### src/hdl/apcr_defines.vh
// Constants for the audio port clock routing block.
// Assumes an 8-bit register port with 8-bit word addresses.
`ifndef APCR_DEFINES_VH
`define APCR_DEFINES_VH

// ----------------------------------------------------------------
// Register offsets
// ----------------------------------------------------------------
`define APCR_ADDR_CLK_OPTIONS   8'h1D
`define APCR_ADDR_BIT_DIVIDER   8'h1E
`define APCR_ADDR_SEC_SOURCE    8'h1F
`define APCR_ADDR_INPUT_SELECT  8'h20
`define APCR_ADDR_OUTPUT_SELECT 8'h21
`define APCR_ADDR_BUS_OPTIONS   8'h22
`define APCR_ADDR_RSVD_A        8'h23
`define APCR_ADDR_RSVD_B        8'h24
`define APCR_ADDR_POWER_FLAGS   8'h25

// ----------------------------------------------------------------
// Reset values
// ----------------------------------------------------------------
`define APCR_RST_CLK_OPTIONS    8'h00
`define APCR_RST_BIT_DIVIDER    8'h01
`define APCR_RST_SEC_SOURCE     8'h00
`define APCR_RST_INPUT_SELECT   8'h00
`define APCR_RST_OUTPUT_SELECT  8'h00
`define APCR_RST_BUS_OPTIONS    8'h00

// ----------------------------------------------------------------
// Field positions
// ----------------------------------------------------------------
`define APCR_BIT_INVERT         3
`define APCR_BIT_KEEP_ALIVE     2
`define APCR_BIT_DIV_POWER      7
`define APCR_BIT_IN_BCLK_SEL    3
`define APCR_BIT_IN_FCLK_SEL    2
`define APCR_BIT_IN_DATA_SEL    0
`define APCR_BIT_OUT_PBCLK      7
`define APCR_BIT_OUT_SBCLK      6
`define APCR_BIT_GENCALL        5

// ----------------------------------------------------------------
// Field codes
// ----------------------------------------------------------------
`define APCR_SRC_PROC_CLK       2'h0
`define APCR_SRC_MOD_CLK        2'h1
`define APCR_SEC3_FROM_PIN      3'h0
`define APCR_SEC2_FROM_PIN      2'h0
`define APCR_PFCLK_GEN          2'h0
`define APCR_PFCLK_SEC          2'h2
`define APCR_SFCLK_PRI          2'h0
`define APCR_SFCLK_GEN          2'h1
`define APCR_DIV_WIDTH          7

`endif

### src/hdl/apcr_bit_divider.v
// Bit-clock divider: one-cycle output edges from a source enable.
// Assumes the source clock arrives as a one-cycle enable on mclk.
`timescale 1ns/100ps

module apcr_bit_divider (
    input  wire       mclk,       // System clock
    input  wire       srst,       // Synchronous reset, high
    input  wire       run,        // Divider powered and allowed
    input  wire       srcTick,    // Source clock enable pulse
    input  wire [6:0] divValue,   // Ratio, zero means 128
    output reg        bitClk      // Divided clock level
);

    reg [7:0] count;              // Source ticks in this period
    wire [7:0] ratio;             // Effective ratio
    wire [7:0] halfPoint;         // Tick where level falls

    // Zero codes the largest ratio
    assign ratio = (divValue == 7'h00) ? 8'h80 : {1'b0, divValue};
    assign halfPoint = {1'b0, ratio[7:1]};

    // ------------------------------------------------------------
    // Counter; ratio 1 simply toggles per tick
    // ------------------------------------------------------------
    always @(posedge mclk) begin
        if (srst || !run) begin
            count  <= 8'h00;
            bitClk <= 1'b0;                          // [RQ4]
        end else if (srcTick) begin
            if (ratio == 8'h01) begin
                bitClk <= ~bitClk;                   // [RQ22]
            // At or past the end: a ratio lowered mid-period must not
            // leave the count to run the long way round the wrap
            end else if (count >= ratio - 8'h01) begin
                count  <= 8'h00;
                bitClk <= 1'b1;                      // [RQ5]
            end else begin
                count <= count + 8'h01;
                if (count + 8'h01 == halfPoint) begin
                    bitClk <= 1'b0;                  // [RQ22]
                end
            end
        end
    end

endmodule

### src/hdl/apcr_top.v
// Audio port clock routing: registers, divider and pin muxes.
// Assumes register port strobes and all pins are synchronous to mclk.
// What this block does
// [RQ1] Polarity bit inverts both bit-clock paths
// [RQ2] Keep-alive keeps clocks running at power-down
// [RQ3] Divider source: processing or modulator clock
// [RQ4] Divider runs only when power bit set
// [RQ5] Divide value 1..127, zero means 128
// [RQ6] Secondary bit clock taken from general pin
// [RQ7] Secondary frame clock taken from general pin
// [RQ8] Secondary data taken from general pin
// [RQ9] Select primary or secondary bit clock inward
// [RQ10] Select primary or secondary frame clock inward
// [RQ11] Select primary or secondary data inward
// [RQ12] Primary bit pin: generated or secondary
// [RQ13] Secondary bit pin: primary or generated
// [RQ14] Primary frame pin: sample clock or secondary
// [RQ15] Secondary frame pin: primary or sample clock
// [RQ16] General-call accepted only when bit set
// [RQ17] Host writes zeros to reserved bits
// [RQ18] Status shows converter channel power
// [RQ19] Status shows headphone driver power
// [RQ20] Status shows speaker channel power
// [RQ21] Direction bit makes bit-clock pin output
// [RQ22] Generated clock is source over ratio; ratio 1 toggles per tick, giving source over 2
`timescale 1ns/100ps
`include "apcr_defines.vh"

module apcr_top (
    input  wire       mclk,          // System clock, 100 MHz
    input  wire       srst,          // Synchronous reset, high
    // Register port
    input  wire [7:0] regAddr,       // Register offset
    input  wire [7:0] regWrData,     // Write data
    input  wire       regWrEn,       // Write strobe
    input  wire       regRdEn,       // Read strobe
    output reg  [7:0] regRdData,     // Read data
    // Device context
    input  wire       converterPowered, // Converter power state
    input  wire       bitClkIsOutput,   // Direction from port ctrl
    input  wire       frameClkIsOutput, // Frame direction
    input  wire       procClkTick,      // Processing clock enable
    input  wire       modClkTick,       // Modulator clock enable
    input  wire       sampleRateClk,    // Generated sample clock
    input  wire       leftConvPower,    // Left converter power
    input  wire       rightConvPower,   // Right converter power
    input  wire       leftHeadphonePower,  // Left headphone driver
    input  wire       rightHeadphonePower, // Right headphone driver
    input  wire       leftSpeakerPower,    // Left speaker channel
    input  wire       rightSpeakerPower,   // Right speaker channel
    input  wire       generalCallSeen,  // Bus saw general-call address
    output reg        generalCallAck,   // Respond to general call
    // Primary pins
    input  wire       priBitClkIn,   // Primary bit clock pin in
    output reg        priBitClkOut,  // Primary bit clock pin out
    output reg        priBitClkOe_n, // Low while driving
    input  wire       priFrameClkIn, // Primary frame pin in
    output reg        priFrameClkOut,// Primary frame pin out
    input  wire       priDataIn,     // Primary serial data
    // Secondary pins
    input  wire       gpioOneIn,     // General-purpose pin one
    input  wire       altBitClkIn,   // Secondary bit clock, other pin
    input  wire       altFrameClkIn, // Secondary frame, other pin
    input  wire       altDataIn,     // Secondary data, other pin
    output reg        secBitClkOut,  // Secondary bit clock out
    output reg        secFrameClkOut,// Secondary frame clock out
    // Toward serial interface and clock generator
    output reg        serialBitClk,  // Selected bit clock
    output reg        serialFrameClk,// Selected frame clock
    output reg        serialData     // Selected data input
);

    // ------------------------------------------------------------
    // Registers
    // ------------------------------------------------------------
    reg [7:0] clkOptions;     // Polarity, keep-alive, source
    reg [7:0] bitDivider;     // Power and divide value
    reg [7:0] secSource;      // Secondary pin sources
    reg [7:0] inputSelect;    // Inward selects
    reg [7:0] outputSelect;   // Outward selects
    reg [7:0] busOptions;     // General-call acceptance
    reg [7:0] rsvdA;          // Reserved slot, stored
    reg [7:0] rsvdB;          // Reserved slot, stored

    // Register writes; host keeps reserved bits at zero [RQ17]
    always @(posedge mclk) begin
        if (srst) begin
            clkOptions   <= `APCR_RST_CLK_OPTIONS;
            bitDivider   <= `APCR_RST_BIT_DIVIDER;
            secSource    <= `APCR_RST_SEC_SOURCE;
            inputSelect  <= `APCR_RST_INPUT_SELECT;
            outputSelect <= `APCR_RST_OUTPUT_SELECT;
            busOptions   <= `APCR_RST_BUS_OPTIONS;
            rsvdA        <= 8'h00;
            rsvdB        <= 8'h00;
        end else if (regWrEn) begin
            case (regAddr)
                `APCR_ADDR_CLK_OPTIONS:   clkOptions   <= regWrData;
                `APCR_ADDR_BIT_DIVIDER:   bitDivider   <= regWrData;
                `APCR_ADDR_SEC_SOURCE:    secSource    <= regWrData;
                `APCR_ADDR_INPUT_SELECT:  inputSelect  <= regWrData;
                `APCR_ADDR_OUTPUT_SELECT: outputSelect <= regWrData;
                `APCR_ADDR_BUS_OPTIONS:   busOptions   <= regWrData;
                `APCR_ADDR_RSVD_A:        rsvdA        <= regWrData;
                `APCR_ADDR_RSVD_B:        rsvdB        <= regWrData;
                default: ;                // Other offsets not here
            endcase
        end
    end

    // ------------------------------------------------------------
    // Read port, registered one cycle after the strobe
    // ------------------------------------------------------------
    wire [7:0] powerFlags;    // Live power status

    // Reserved status bits read zero
    assign powerFlags = {leftConvPower, 1'b0, leftHeadphonePower,
                         leftSpeakerPower, rightConvPower, 1'b0,
                         rightHeadphonePower, rightSpeakerPower};
                                                   // [RQ18] [RQ19] [RQ20]

    always @(posedge mclk) begin
        if (srst) begin
            regRdData <= 8'h00;
        end else if (regRdEn) begin
            case (regAddr)
                `APCR_ADDR_CLK_OPTIONS:   regRdData <= clkOptions;
                `APCR_ADDR_BIT_DIVIDER:   regRdData <= bitDivider;
                `APCR_ADDR_SEC_SOURCE:    regRdData <= secSource;
                `APCR_ADDR_INPUT_SELECT:  regRdData <= inputSelect;
                `APCR_ADDR_OUTPUT_SELECT: regRdData <= outputSelect;
                `APCR_ADDR_BUS_OPTIONS:   regRdData <= busOptions;
                `APCR_ADDR_RSVD_A:        regRdData <= rsvdA;
                `APCR_ADDR_RSVD_B:        regRdData <= rsvdB;
                `APCR_ADDR_POWER_FLAGS:   regRdData <= powerFlags;
                default:                  regRdData <= 8'h00;
            endcase
        end
    end

    // ------------------------------------------------------------
    // Bit-clock divider
    // ------------------------------------------------------------
    wire       invert;        // Bit clock polarity
    wire       keepAlive;     // Clocks live at power-down
    wire [1:0] divSource;     // Divider source code
    wire       divPowered;    // Divider power bit
    wire       clocksAllowed; // Power or keep-alive permits
    reg        srcTick;       // Chosen source enable
    wire       genBitClk;     // Generated bit clock level

    assign invert     = clkOptions[`APCR_BIT_INVERT];
    assign keepAlive  = clkOptions[`APCR_BIT_KEEP_ALIVE];
    assign divSource  = clkOptions[1:0];
    assign divPowered = bitDivider[`APCR_BIT_DIV_POWER];
    assign clocksAllowed = converterPowered | keepAlive;   // [RQ2]

    // Source select; reserved codes feed no ticks
    always @* begin
        case (divSource)
            `APCR_SRC_PROC_CLK: srcTick = procClkTick;     // [RQ3]
            `APCR_SRC_MOD_CLK:  srcTick = modClkTick;      // [RQ3]
            default:            srcTick = 1'b0;
        endcase
    end

    apcr_bit_divider u_divider (
        .mclk     (mclk),
        .srst     (srst),
        .run      (divPowered & clocksAllowed),          // [RQ4]
        .srcTick  (srcTick),
        .divValue (bitDivider[`APCR_DIV_WIDTH-1:0]),
        .bitClk   (genBitClk)
    );

    // ------------------------------------------------------------
    // Secondary pin sources
    // ------------------------------------------------------------
    wire secBitClk;           // Secondary bit clock
    wire secFrameClk;         // Secondary frame clock
    wire secData;             // Secondary data

    assign secBitClk = (secSource[7:5] == `APCR_SEC3_FROM_PIN) ?
                       gpioOneIn : altBitClkIn;            // [RQ6]
    assign secFrameClk = (secSource[4:2] == `APCR_SEC3_FROM_PIN) ?
                       gpioOneIn : altFrameClkIn;          // [RQ7]
    assign secData = (secSource[1:0] == `APCR_SEC2_FROM_PIN) ?
                       gpioOneIn : altDataIn;              // [RQ8]

    // ------------------------------------------------------------
    // Registered routing of inward and outward clocks
    // ------------------------------------------------------------
    reg nextPriBit;           // Primary bit pin level
    reg nextSecBit;           // Secondary bit pin level
    reg nextPriFrame;         // Primary frame pin level
    reg nextSecFrame;         // Secondary frame pin level
    reg nextInBit;            // Inward bit clock

    // Muxes; reserved codes drive low
    always @* begin
        nextPriBit = outputSelect[`APCR_BIT_OUT_PBCLK] ?
                     secBitClk : genBitClk;                // [RQ12]
        nextSecBit = outputSelect[`APCR_BIT_OUT_SBCLK] ?
                     genBitClk : priBitClkIn;              // [RQ13]
        case (outputSelect[5:4])
            `APCR_PFCLK_GEN: nextPriFrame = sampleRateClk; // [RQ14]
            `APCR_PFCLK_SEC: nextPriFrame = secFrameClk;   // [RQ14]
            default:         nextPriFrame = 1'b0;
        endcase
        case (outputSelect[3:2])
            `APCR_SFCLK_PRI: nextSecFrame = priFrameClkIn; // [RQ15]
            `APCR_SFCLK_GEN: nextSecFrame = sampleRateClk; // [RQ15]
            default:         nextSecFrame = 1'b0;
        endcase
        if (!clocksAllowed) begin
            nextPriFrame = 1'b0;                           // [RQ2]
        end
        nextInBit = inputSelect[`APCR_BIT_IN_BCLK_SEL] ?
                    secBitClk : priBitClkIn;               // [RQ9]
    end

    // Pins and inward signals from flip-flops; polarity applied
    // once here so both bit-clock paths see it alike
    always @(posedge mclk) begin
        if (srst) begin
            priBitClkOut   <= 1'b0;
            priBitClkOe_n  <= 1'b1;
            secBitClkOut   <= 1'b0;
            priFrameClkOut <= 1'b0;
            secFrameClkOut <= 1'b0;
            serialBitClk   <= 1'b0;
            serialFrameClk <= 1'b0;
            serialData     <= 1'b0;
            generalCallAck <= 1'b0;
        end else begin
            priBitClkOut   <= nextPriBit ^ invert;          // [RQ1]
            priBitClkOe_n  <= ~bitClkIsOutput;              // [RQ21]
            secBitClkOut   <= nextSecBit ^ invert;          // [RQ1]
            priFrameClkOut <= frameClkIsOutput & nextPriFrame;
            secFrameClkOut <= nextSecFrame;
            serialBitClk   <= nextInBit ^ invert;           // [RQ1]
            serialFrameClk <= inputSelect[`APCR_BIT_IN_FCLK_SEL] ?
                              secFrameClk : priFrameClkIn;  // [RQ10]
            serialData     <= inputSelect[`APCR_BIT_IN_DATA_SEL] ?
                              secData : priDataIn;          // [RQ11]
            generalCallAck <= generalCallSeen &
                              busOptions[`APCR_BIT_GENCALL]; // [RQ16]
        end
    end

endmodule

### config.mk
export PLATFORM = sky130hd
export DESIGN_NAME = apcr_top
export DESIGN_NICKNAME = d
export VERILOG_FILES = /design/src/hdl/apcr_bit_divider.v /design/src/hdl/apcr_top.v
export VERILOG_INCLUDE_DIRS = /design/src /design/src/hdl
export SDC_FILE = /design/constraint.sdc
export NUM_CORES = 1
export LEC_CHECK = 0
export ABC_CLOCK_PERIOD_IN_PS = 2600
export CORE_MARGIN = 2
export CORE_UTILIZATION = 38
export CTS_CLUSTER_DIAMETER = 60
export DETAILED_ROUTE_END_ITERATION = 12
export DONT_BUFFER_PORTS = 1
export PLACE_DENSITY_LB_ADDON = 0.05
export SLEW_MARGIN = 25
export SYNTH_ARGS = -nofsm -noshare
export SYNTH_HDL_FRONTEND = slang
export SYNTH_SLANG_ARGS = --single-unit
### constraint.sdc
create_clock -name mclk -period 2.6 [get_ports mclk]
set_input_delay 0.26 -clock mclk [delete_from_list [all_inputs] [get_ports mclk]]
set_output_delay 0.26 -clock mclk [all_outputs]
set_load 0.01 [all_outputs]
# After elaboration in Yosys (flattened, before gate mapping)
# Index checks and enable logic that the tools add are counted.
classes:
  addsub: 2
  n_reduce_logical: 20
  bitwise: 10
  n_eq_ne: 14
  n_mux: 18
  magnitude_cmp: 1
op_table:
  columns: ["op", "count"]
  rows:
  - ["one-hot mux 8 bit (9 select lines)", 1]
  - ["equality test 8 x 6 -> 1 bit, second input constant", 6]
  - ["equality test 8 x 5 -> 1 bit, second input constant", 3]
  - ["AND reduction 2 bit", 10]
  - ["two-way mux 8 bit", 2]
  - ["two-way mux 1 bit", 12]
  - ["adder 8 x 1 -> 8 bit, second input constant", 1]
  - ["equality test 8 x 1 -> 1 bit, second input constant", 1]
  - ["equality test 8 x 7 -> 1 bit", 1]
  - ["greater-or-equal comparator 8 bit", 1]
  - ["zero test 2 bit", 4]
  - ["subtractor 8 x 1 -> 8 bit, second input constant", 1]
  - ["zero test 7 bit", 1]
  - ["zero test 3 bit", 2]
  - ["one-hot mux 1 bit (2 select lines)", 3]
  - ["equality test 2 x 1 -> 1 bit, second input constant", 2]
  - ["AND 1 bit", 3]
  - ["NOT 1 bit", 3]
  - ["nonzero test 3 bit", 1]
  - ["XOR 1 bit", 3]
  - ["equality test 2 bit, second input constant", 1]
  - ["zero test 1 bit", 1]
  - ["logical OR 1 bit", 1]
  - ["OR 1 bit", 1]
word_totals:
  elab_cells: 85
  register_bits: 90
  output_inout_bits: 17
  inputBits: 40

# Logic depth before layout (Yosys ltp)
# Gate-level depths: netlist of run 1.
logic_depth:
  word_depth: 6
  ltp_mapped: 13
  ltp_nobuf: 13

# Modules after synthesis
# From an unflattened synthesis of run 1, not the netlist that was laid out.
unflattened:
  hier_cells: 533
  hier_area_um2: 4745.8
by_module_without_submodules:
  columns: ["mod", "area_each_um2", "cells_each", "seq_area_each_um2", "instances"]
  rows:
  - ["apcr_top", 3779.9, 408, 1621.6, 1]
  - ["apcr_bit_divider", 965.9, 125, 180.2, 1]

# Least setup slack after synthesis of run 1
# Ideal clock, no wire load.
synth_path:
  kind: "reg-to-reg"
  from: "register bitDivider[0]"
  to: "register u_divider.bitClk"
  t_arrival_ns: 2.459
  setup_time_ns: 0.130
  required_ns: 2.470
  n_path_buf: 0
  path_stages_with_launch: 14
  path_slack_ns: 0.011
  period_less_slack_ns: 2.589
  path_cell_list: "dfxtp_1 inv_1 ha_1 and3_1 nor2_1 nor2_1 xnor2_1 ha_1 or4_1 a21oi_2 o31ai_4 nand2b_1 o211ai_1 a21oi_1"
synth_via:
  elab_chain_cells: 6
  word_cells_on_any_way: 10
  cone_classes: "add/sub: 1; order compare: 1; eq/ne: 2; mux: 3; reduce/logical: 3"
synth_lines:
  columns: ["item", "line_no", "rtl"]
  rows:
  - ["start, declared", "apcr_top.v:77", "reg [7:0] bitDivider;"]
  - ["start signal, assigned", "apcr_top.v:89", "bitDivider <= `APCR_RST_BIT_DIVIDER;"]
  - ["start signal, assigned", "apcr_top.v:99", "`APCR_ADDR_BIT_DIVIDER: bitDivider <= regWrData;"]
  - ["zero test 7 bit", "apcr_bit_divider.v:19", "assign ratio = (divValue == 7'h00) ? 8'h80 : {1'b0, divValue};"]
  - ["two-way mux 8 bit (*)", "apcr_bit_divider.v:19", null]
  - ["subtractor 8 x 1 -> 8 bit", "apcr_bit_divider.v:34", "end else if (count >= ratio - 8'h01) begin"]
  - ["greater-or-equal comparator 8 bit", "apcr_bit_divider.v:34", null]
  - ["nonzero test 3 bit (no source line) or two-way mux 1 bit (tied branches)", null, null]
  - ["AND reduction 2 bit (no source line) or two-way mux 1 bit (tied branches)", null, null]
  - ["end signal, assigned", "apcr_bit_divider.v:31", "bitClk <= ~bitClk;"]
  - ["end, declared", "apcr_bit_divider.v:11", "output reg bitClk"]
# Mark *: on every way between the ends. The rest lies on a longest branch, timed or not.
# A chain may end at the register's enable or synchronous reset.

# Final worst setup path of run 1
layout_path:
  from: "register bitDivider[6]"
  to: "register u_divider.bitClk"
# The elaborated chain is that of the path after synthesis.

==> summary.md, run 1 <==
| Metric | Value |
|---|---|
| Vias in the first global route | 3496 |
| Combinational Power Share | 0.034 |
| Number of synthesized flops with an enable pin | 0 |
| Mapped Avg Cell Area | 9.41 µm² |
| Post-route setup slack | 0.123 ns |
| Pwr per Cell Area | 526 nW/µm² |
| Pins over their slew limit | 0 |
| Hold_sp | srst |
| RePlAce Congestion | 0.800 |
| Fmax achieved | ~400 MHz |
| Worst VDD drop | approximately 0.4 mV |
| Largest family of logic cells by synthesized area | multiplexers |
| DRT met1 WL | 6.18 mm |
| Pin count of the biggest net entering global routing | 71 |
| Vias per cell | about 5.5 |
| Total Power | 2.74 mW |
| Critical path's slowest cell | o31ai_4 |
| Met3 wire length | 479 µm |
| Worst Hold Endpoint | bitDivider[0] |
| Area growth, synth to finish | 12.3% |
| Crit end category | flip-flop |
| Total global routing overflow | 0 |
| CTS max path bufs | 2 |
| Status | finished, final reports clean |
| Clk slew on worst S/H paths | 0.06 ns |
| Yosys top cell area share | 0.388 |
| Antenna Nets Post-Route | 0 |
| Placed Area | 4770 µm² |
| Compound-gate portion of the synthesized area | 0.120 |
| Area of the multi-input gates | 2760 µm² |
| Initial Util | 0.388 |
| Final Setup Violations | 0 |
| Clk_skew | 0.00492 ns |
| CP required | approximately 2.9 ns |
| Count leader, synth | nor2_1 |
| Crit-path cells | nor3_4 > and3_4 > nor2_4 > nor4_2 > xnor2_1 > ha_1 > nand3_2 > o31ai_4 > nand2b_4 > o211ai_1 > a21oi_1 |
| R2R Path End | u_divider.bitClk |
| Worst slew pin tran | between 0.6 and 0.7 ns |
| 1st-iter DRT viols | 168 |
| Adder-cell area share of the yosys netlist | 0.0297 |
| Post-synth cell types | 66 |
| Cells after Synth | 493 |
| CTS tree | done |
| Syn nets | 544 |
| DR WL met2 | 6.24 mm |
| # diodes | 0 |
| First-pass GRT wire length | ~20 mm |
| Flop and latch count out of synthesis | 90 |
| Aggregate global-route resource usage | 0.204 |
| Initial antenna violation count | 0 |
| Worst path max stage delay | 0.44 ns |
| R2R depth | 11 |
| Die Height | 114 µm |
| CTS sink count | 90 |
| LEAKAGE | slightly above 2 nW |
| Final hold viol count | 0 |
| Fin Hold WS | 0.00904 ns |
| H-tree levels | 3 |
| Number of remaining DRC errors | 0 |
| Post-Route WL | between 10 and 15 mm |
| Wire length per cell | 20.4 µm |
| Most instantiated cells after synthesis | nor2_1, dfxtp_1, mux2i_1, a21oi_1, nand2_1 |
| Ys async rst share | 0 |
| Fin cells | 638 |
| Hold Crit Class | in2reg |
| Reg area | between 1500 and 2000 µm² |
| Placed wire-length estimate | ~9.0 mm |
| Nets | roughly 540 |
| Core area | around 12000 µm² |
| Post-synthesis instance area | 4640 µm² |
| Reg power frac | 0.508 |
| Synth Area in XOR/XNOR | 0.0299 |
| Skew-Pair Late Insertion Delay | approximately 0.35 ns |
| Sum of negative setup slack | 0 ns |
| Flop2flop setup slack | 0.12 ns |
| Seq/Total Area, Yosys | 0.388 |
| Crit path arrival time | 2.76 ns |
| Internal | ~2.1 mW |
| Synth Area in Simple Gates | 0.186 |
| Die width | 114 µm |
| Number of CTS-inserted buffers | 9 |
| Largest cells by area after synthesis | dfxtp_1, mux2i_1, nor2_1 |
| Worst-path fanout max | 5 |
| Synth Flop Type | dfxtp_1 |
| Max Used Layer | met4 |
| Io pins | 57 |
| CTS root buffer | clkbuf_16 |
| Ratio of cells with drive above 1 in the final layout | 0.159 |
| Critical path type | reg2reg |
| I/O Buffers | 0 |
| WHS Path Cells | 1 |
| P_sw | 0.600 mW |
| Filler cells | 1187 |
| Pre-antenna DRT Iters | 4 |
| Design Area, Final | 5210 µm² |
| Clk pwr share | 0.458 |
| Die area | 13100 µm² |
| Synth warn | 0 |
| Worst r2r src | bitDivider[6] |
| # placed instances | between 600 and 700 |
| Final Core Density | 0.436 |
| Post-route clock period utilization | 0.953 |
| Total number of vias | ~3500 |
| DP Worst Slack | 0.0223 ns |
| Final critical-path required period | 2.48 ns |
| Cell Rows | 40 |
| Post-synthesis mux area share | 0.204 |
| RSZ-0062 raised after global routing | true |
| Dominant cell type by area after synthesis | dfxtp_1 |
| Max cap viols | 0 |
| Relative slew slack | 0.550 |
| Worst Setup Start Kind | flip-flop |
| Sw Share | 0.219 |
[final cells by class]
type                            instances  share of cell area
Sequential cell                        90               0.347
Inverter                                8             0.00576
Clock inverter                          2             0.00240
Clock buffer                           12              0.0512
Timing Repair Buffer                   17              0.0288
Multi-Input combinational cell        362               0.530
Tap cell                              147              0.0353
[worst max-delay path by stage]
| stage | depth (start not counted) | endpoint | startpoint | slack, ns |
|---|---|---|---|---|
| 2_1_floorplan | 13 | u_divider.bitClk | bitDivider[0] | 0.01 |
| 3_3_place_gp | 13 | u_divider.bitClk | bitDivider[0] | 0.06 |
| 3_5_place_dp | 13 | u_divider.bitClk | bitDivider[0] | 0.02 |
| 4_1_cts | 13 | u_divider.bitClk | bitDivider[0] | 0.02 |
| 5_1_grt | 11 | u_divider.bitClk | bitDivider[0] | -0.07 |
| 6_report | 11 | u_divider.bitClk | bitDivider[6] | 0.12 |
[what timing repair did]
action                                  CTS  global route
endpoints found under the setup margin    0             9
endpoints found under the hold margin    71             0
resized for setup                         0            24
hold buffers                              2             0
setup buffers                             0             1
[kinds of logic after synthesis]
family,Yosys count
fa+ha+maj,11
compound gates,81
simple gates,166
mux,88
buf+inv,42
xor+xnor,15
flops,90
[routing by layer]
metal	vias to the layer above	global-route usage
li1	1740	-
met1	1699	0.272
met2	54	0.331
met3	9	0.0551
met4	0	0.0472
met5	-	0
[cell usage in the layout (no fill, tap or decap), types with 2 or more instances in the layout]
cell type and n:
a21o_1 2, a21oi_1 18, a21oi_4 3, a22o_1 9
a22oi_1 14, and3_4 2, and4_1 3, buf_4 15
clkbuf_16 9, clkbuf_8 3, dfxtp_1 87, dfxtp_2 3
ha_1 8, ha_2 2, inv_1 4, inv_2 4
mux2_1 12, mux2i_1 71, mux4_2 4, nand2_1 16
nand2b_1 2, nand3_1 7, nand3_2 4, nand3b_1 2
nand4_2 2, nand4b_1 2, nor2_1 95, nor2_2 2
nor2_4 4, nor2b_1 3, nor3_1 6, nor3_2 2
nor3_4 3, o211ai_1 2, o21ai_0 4, o21ai_1 7
o22ai_1 7, o31ai_4 2, xnor2_1 11, xor2_1 3
[power by group through the flow]
stage / logic [mW] / clock network (mW) / registers (mW)
CTS: 0.0914 / 1.28 / 1.39
detailed placement: 0.0683 / 0 / 1.42
floorplan: 0.103 / 0 / 1.42
global placement: 0.0677 / 0 / 1.42
global route: 0.102 / 1.35 / 1.39
finish: 0.0931 / 1.25 / 1.39
[critical path, delay by kind of cell, from the launching register on]
kind	cells	cell delay, ns
DFF	1	0.34
xor gates and xnor gates	1	0.12
adders and majority gates	1	0.29
AOI/OAI and AO/OA	3	0.66
and+or+nand+nor	6	1.01
Note: power is estimated with default switching activity, not from simulation.
==> run 2: changes to the inputs <==
Settings changed: ABC_CLOCK_PERIOD_IN_PS 2600 to 3050, SKIP_LAST_GASP from default to 1.
Clock period 2.6 ns to 3.05 ns, I/O delays scaled along.
==> run 2 against run 1 <==
Net effect: cell area decreased by 4.0%; cell count decreased by 1.7%; die area unchanged; total power decreased by 15%.
==> summary.md, run 2 (same netlist as run 1, synthesis figures left out) <==
| Metric | Value |
|---|---|
| Status | finished, final reports clean |
| Vias per cell | between 5 and 6 |
| LEAKAGE | roughly 1.9 nW |
| Pwr per Cell Area | between 400 and 500 nW/µm² |
| Pre-antenna DRT Iters | 4 |
| RePlAce Congestion | 0.810 |
| Fmax achieved | 354 MHz |
| Cell repeated most along the worst path | ha_1 |
| # placed instances | approximately 600 |
| Clk slew on worst S/H paths | about 0.07 ns |
| Sum of negative setup slack | 0 ns |
| Worst path max stage delay | roughly 0.57 ns |
| Filler cells | 1192 |
| Initial antenna violation count | 0 |
| RSZ-0062 raised after global routing | false |
| Skew-Pair Late Insertion Delay | approximately 0.36 ns |
| Wire length per cell | 20.5 µm |
| First-pass GRT wire length | 20.0 mm |
| Area of the multi-input gates | 2680 µm² |
| Relative slew slack | 0.534 |
| Die Height | 114 µm |
| Fin cells | about 630 |
| CP required | 3.30 ns |
| Post-route clock period utilization | 0.927 |
| Worst slew pin tran | 0.697 ns |
| CTS tree | done |
| Final critical-path required period | around 2.8 ns |
| Max cap viols | 0 |
| Cell Rows | 40 |
| Critical path type | reg2reg |
| Clk_skew | 0.0109 ns |
| CTS root buffer | clkbuf_16 |
| Io pins | 57 |
| Total number of vias | 3491 |
| Aggregate global-route resource usage | 0.204 |
| Setup Buffers After CTS | 0 |
| 1st-iter DRT viols | ~240 |
| Post_cts resized | 0 |
| Total Power | about 2.3 mW |
| Pins over their slew limit | 0 |
| Pin count of the biggest net entering global routing | between 70 and 80 |
| Crit path arrival time | 3.07 ns |
| I/O Buffers | 0 |
| Placed wire-length estimate | a little under 9 mm |
| Placed Area | 4690 µm² |
| Flop2flop setup slack | 0.22 ns |
| Worst Setup Start Kind | flip-flop |
| Crit path launch | bitDivider[1] |
| Nets | 526 |
| Hold Crit Class | in2reg |
| Final Setup Violations | 0 |
| CTS max path bufs | 2 |
| Crit end category | flip-flop |
| Hold_sp | bitClkIsOutput |
| WHS Path Cells | 1 |
| Ratio of cells with drive above 1 in the final layout | 0.113 |
| Most common cell after layout, fill and taps aside | nor2_1 |
| Die width | ~110 µm |
| Critical path's slowest cell | or4_1 |
| Area growth, synth to finish | 7.88% |
| Antenna Nets Post-Route | 0 |
| Commonest cells after routing, fill and taps aside | nor2_1, dfxtp_1, mux2i_1 |
| Crit-path cells | inv_1 > ha_1 > and3_1 > nor2_2 > nor2_1 > xnor2_1 > ha_1 > or4_1 > a21oi_4 > o31ai_4 > nand2b_1 > o211ai_1 > a21oi_1 |
| Hold_buf cts | 0 |
| Reg area | roughly 1800 µm² |
| R2R Path End | u_divider.bitClk |
| Final hold viol count | 0 |
| Worst-path fanout max | 5 |
| Number of remaining DRC errors | 0 |
| Number of CTS-inserted buffers | 9 |
| Design Area, Final | 5000 µm² |
| Final Core Density | 0.418 |
| Total global routing overflow | 0 |
| R2R depth | 13 |
| Core area | 12000 µm² |
| Die area | between 10000 and 15000 µm² |
| Post-Route WL | 12.8 mm |
| Initial Util | 0.388 |
| CTS sink count | 90 |
| Worst VDD drop | 0.228 mV |
| H-tree levels | 3 |
| # diodes | 0 |
| Vias in the first global route | 3393 |
| Worst Hold Endpoint | priBitClkOe_n |
| Worst r2r src | bitDivider[1] |
-- run 2: cell types whose count changed in the layout (fill, tap and decap cells not counted), moves of 2 or more --
cell	delta
a21oi_4	-2
ha_1	+3
inv_2	-2
buf_4	-11
inv_6	+2
ha_2	-2
inv_1	+2
clkbuf_8	-2
-- run 2: worst max path at each step --
| stage | to | slack, ns | cells after the start |
|---|---|---|---|
| 3_3_place_gp | u_divider.bitClk | 0.31 | 13 |
| 3_5_place_dp | u_divider.bitClk | 0.21 | 13 |
| 6_report | u_divider.bitClk | 0.22 | 13 |
| 5_1_grt | u_divider.bitClk | 0.03 | 13 |
| 4_1_cts | u_divider.bitClk | 0.19 | 13 |
| 2_1_floorplan | u_divider.bitClk | 0.46 | 13 |
-- run 2: through the flow --
stage	hold WS (ns)	worst slack, ns
after detailed placement	0.383	0.208
final	0.0185	0.224
after CTS	0.0102	0.193
after global placement	0.382	0.307
after floorplan	0.379	0.461
after global routing	0.0193	0.0345
-- run 2: power by group --
part | leakage [nW] | internal (mW) | switching, mW | total [mW]
registers | 0.726 | 1.18 | 0.00471 | 1.18
clock network | 0.133 | 0.580 | 0.514 | 1.09
logic | 1.08 | 0.0270 | 0.0306 | 0.0576
total | 1.94 | 1.79 | 0.549 | 2.34
-- run 2: area by class of cell --
type / instances / area share
Clock inverter: 5 / 0.00750
Timing Repair Buffer: 4 / 0.00600
Multi-Input combinational cell: 362 / 0.535
Tap cell: 147 / 0.0368
Sequential cell: 90 / 0.361
Inverter: 8 / 0.00600
Clock buffer: 11 / 0.0485
-- run 2: per-layer routing --
layer,up-vias,share of wire,global-route usage,routed length [µm]
li1,1720,-,-,-
met1,1678,0.47,0.275,6090
met2,80,0.46,0.321,5960
met3,13,0.044,0.0365,562
met4,0,0.018,0.0837,234
met5,-,0,0,0
-- run 2: critical path, delay by kind of cell (launching register included) --
kind,cells,cell delay [ns]
flops,1,0.37
compound gates,4,0.51
simple gates,5,1.15
buf+inv,1,0.08
xor+xnor,1,0.14
fa+ha+maj,2,0.45
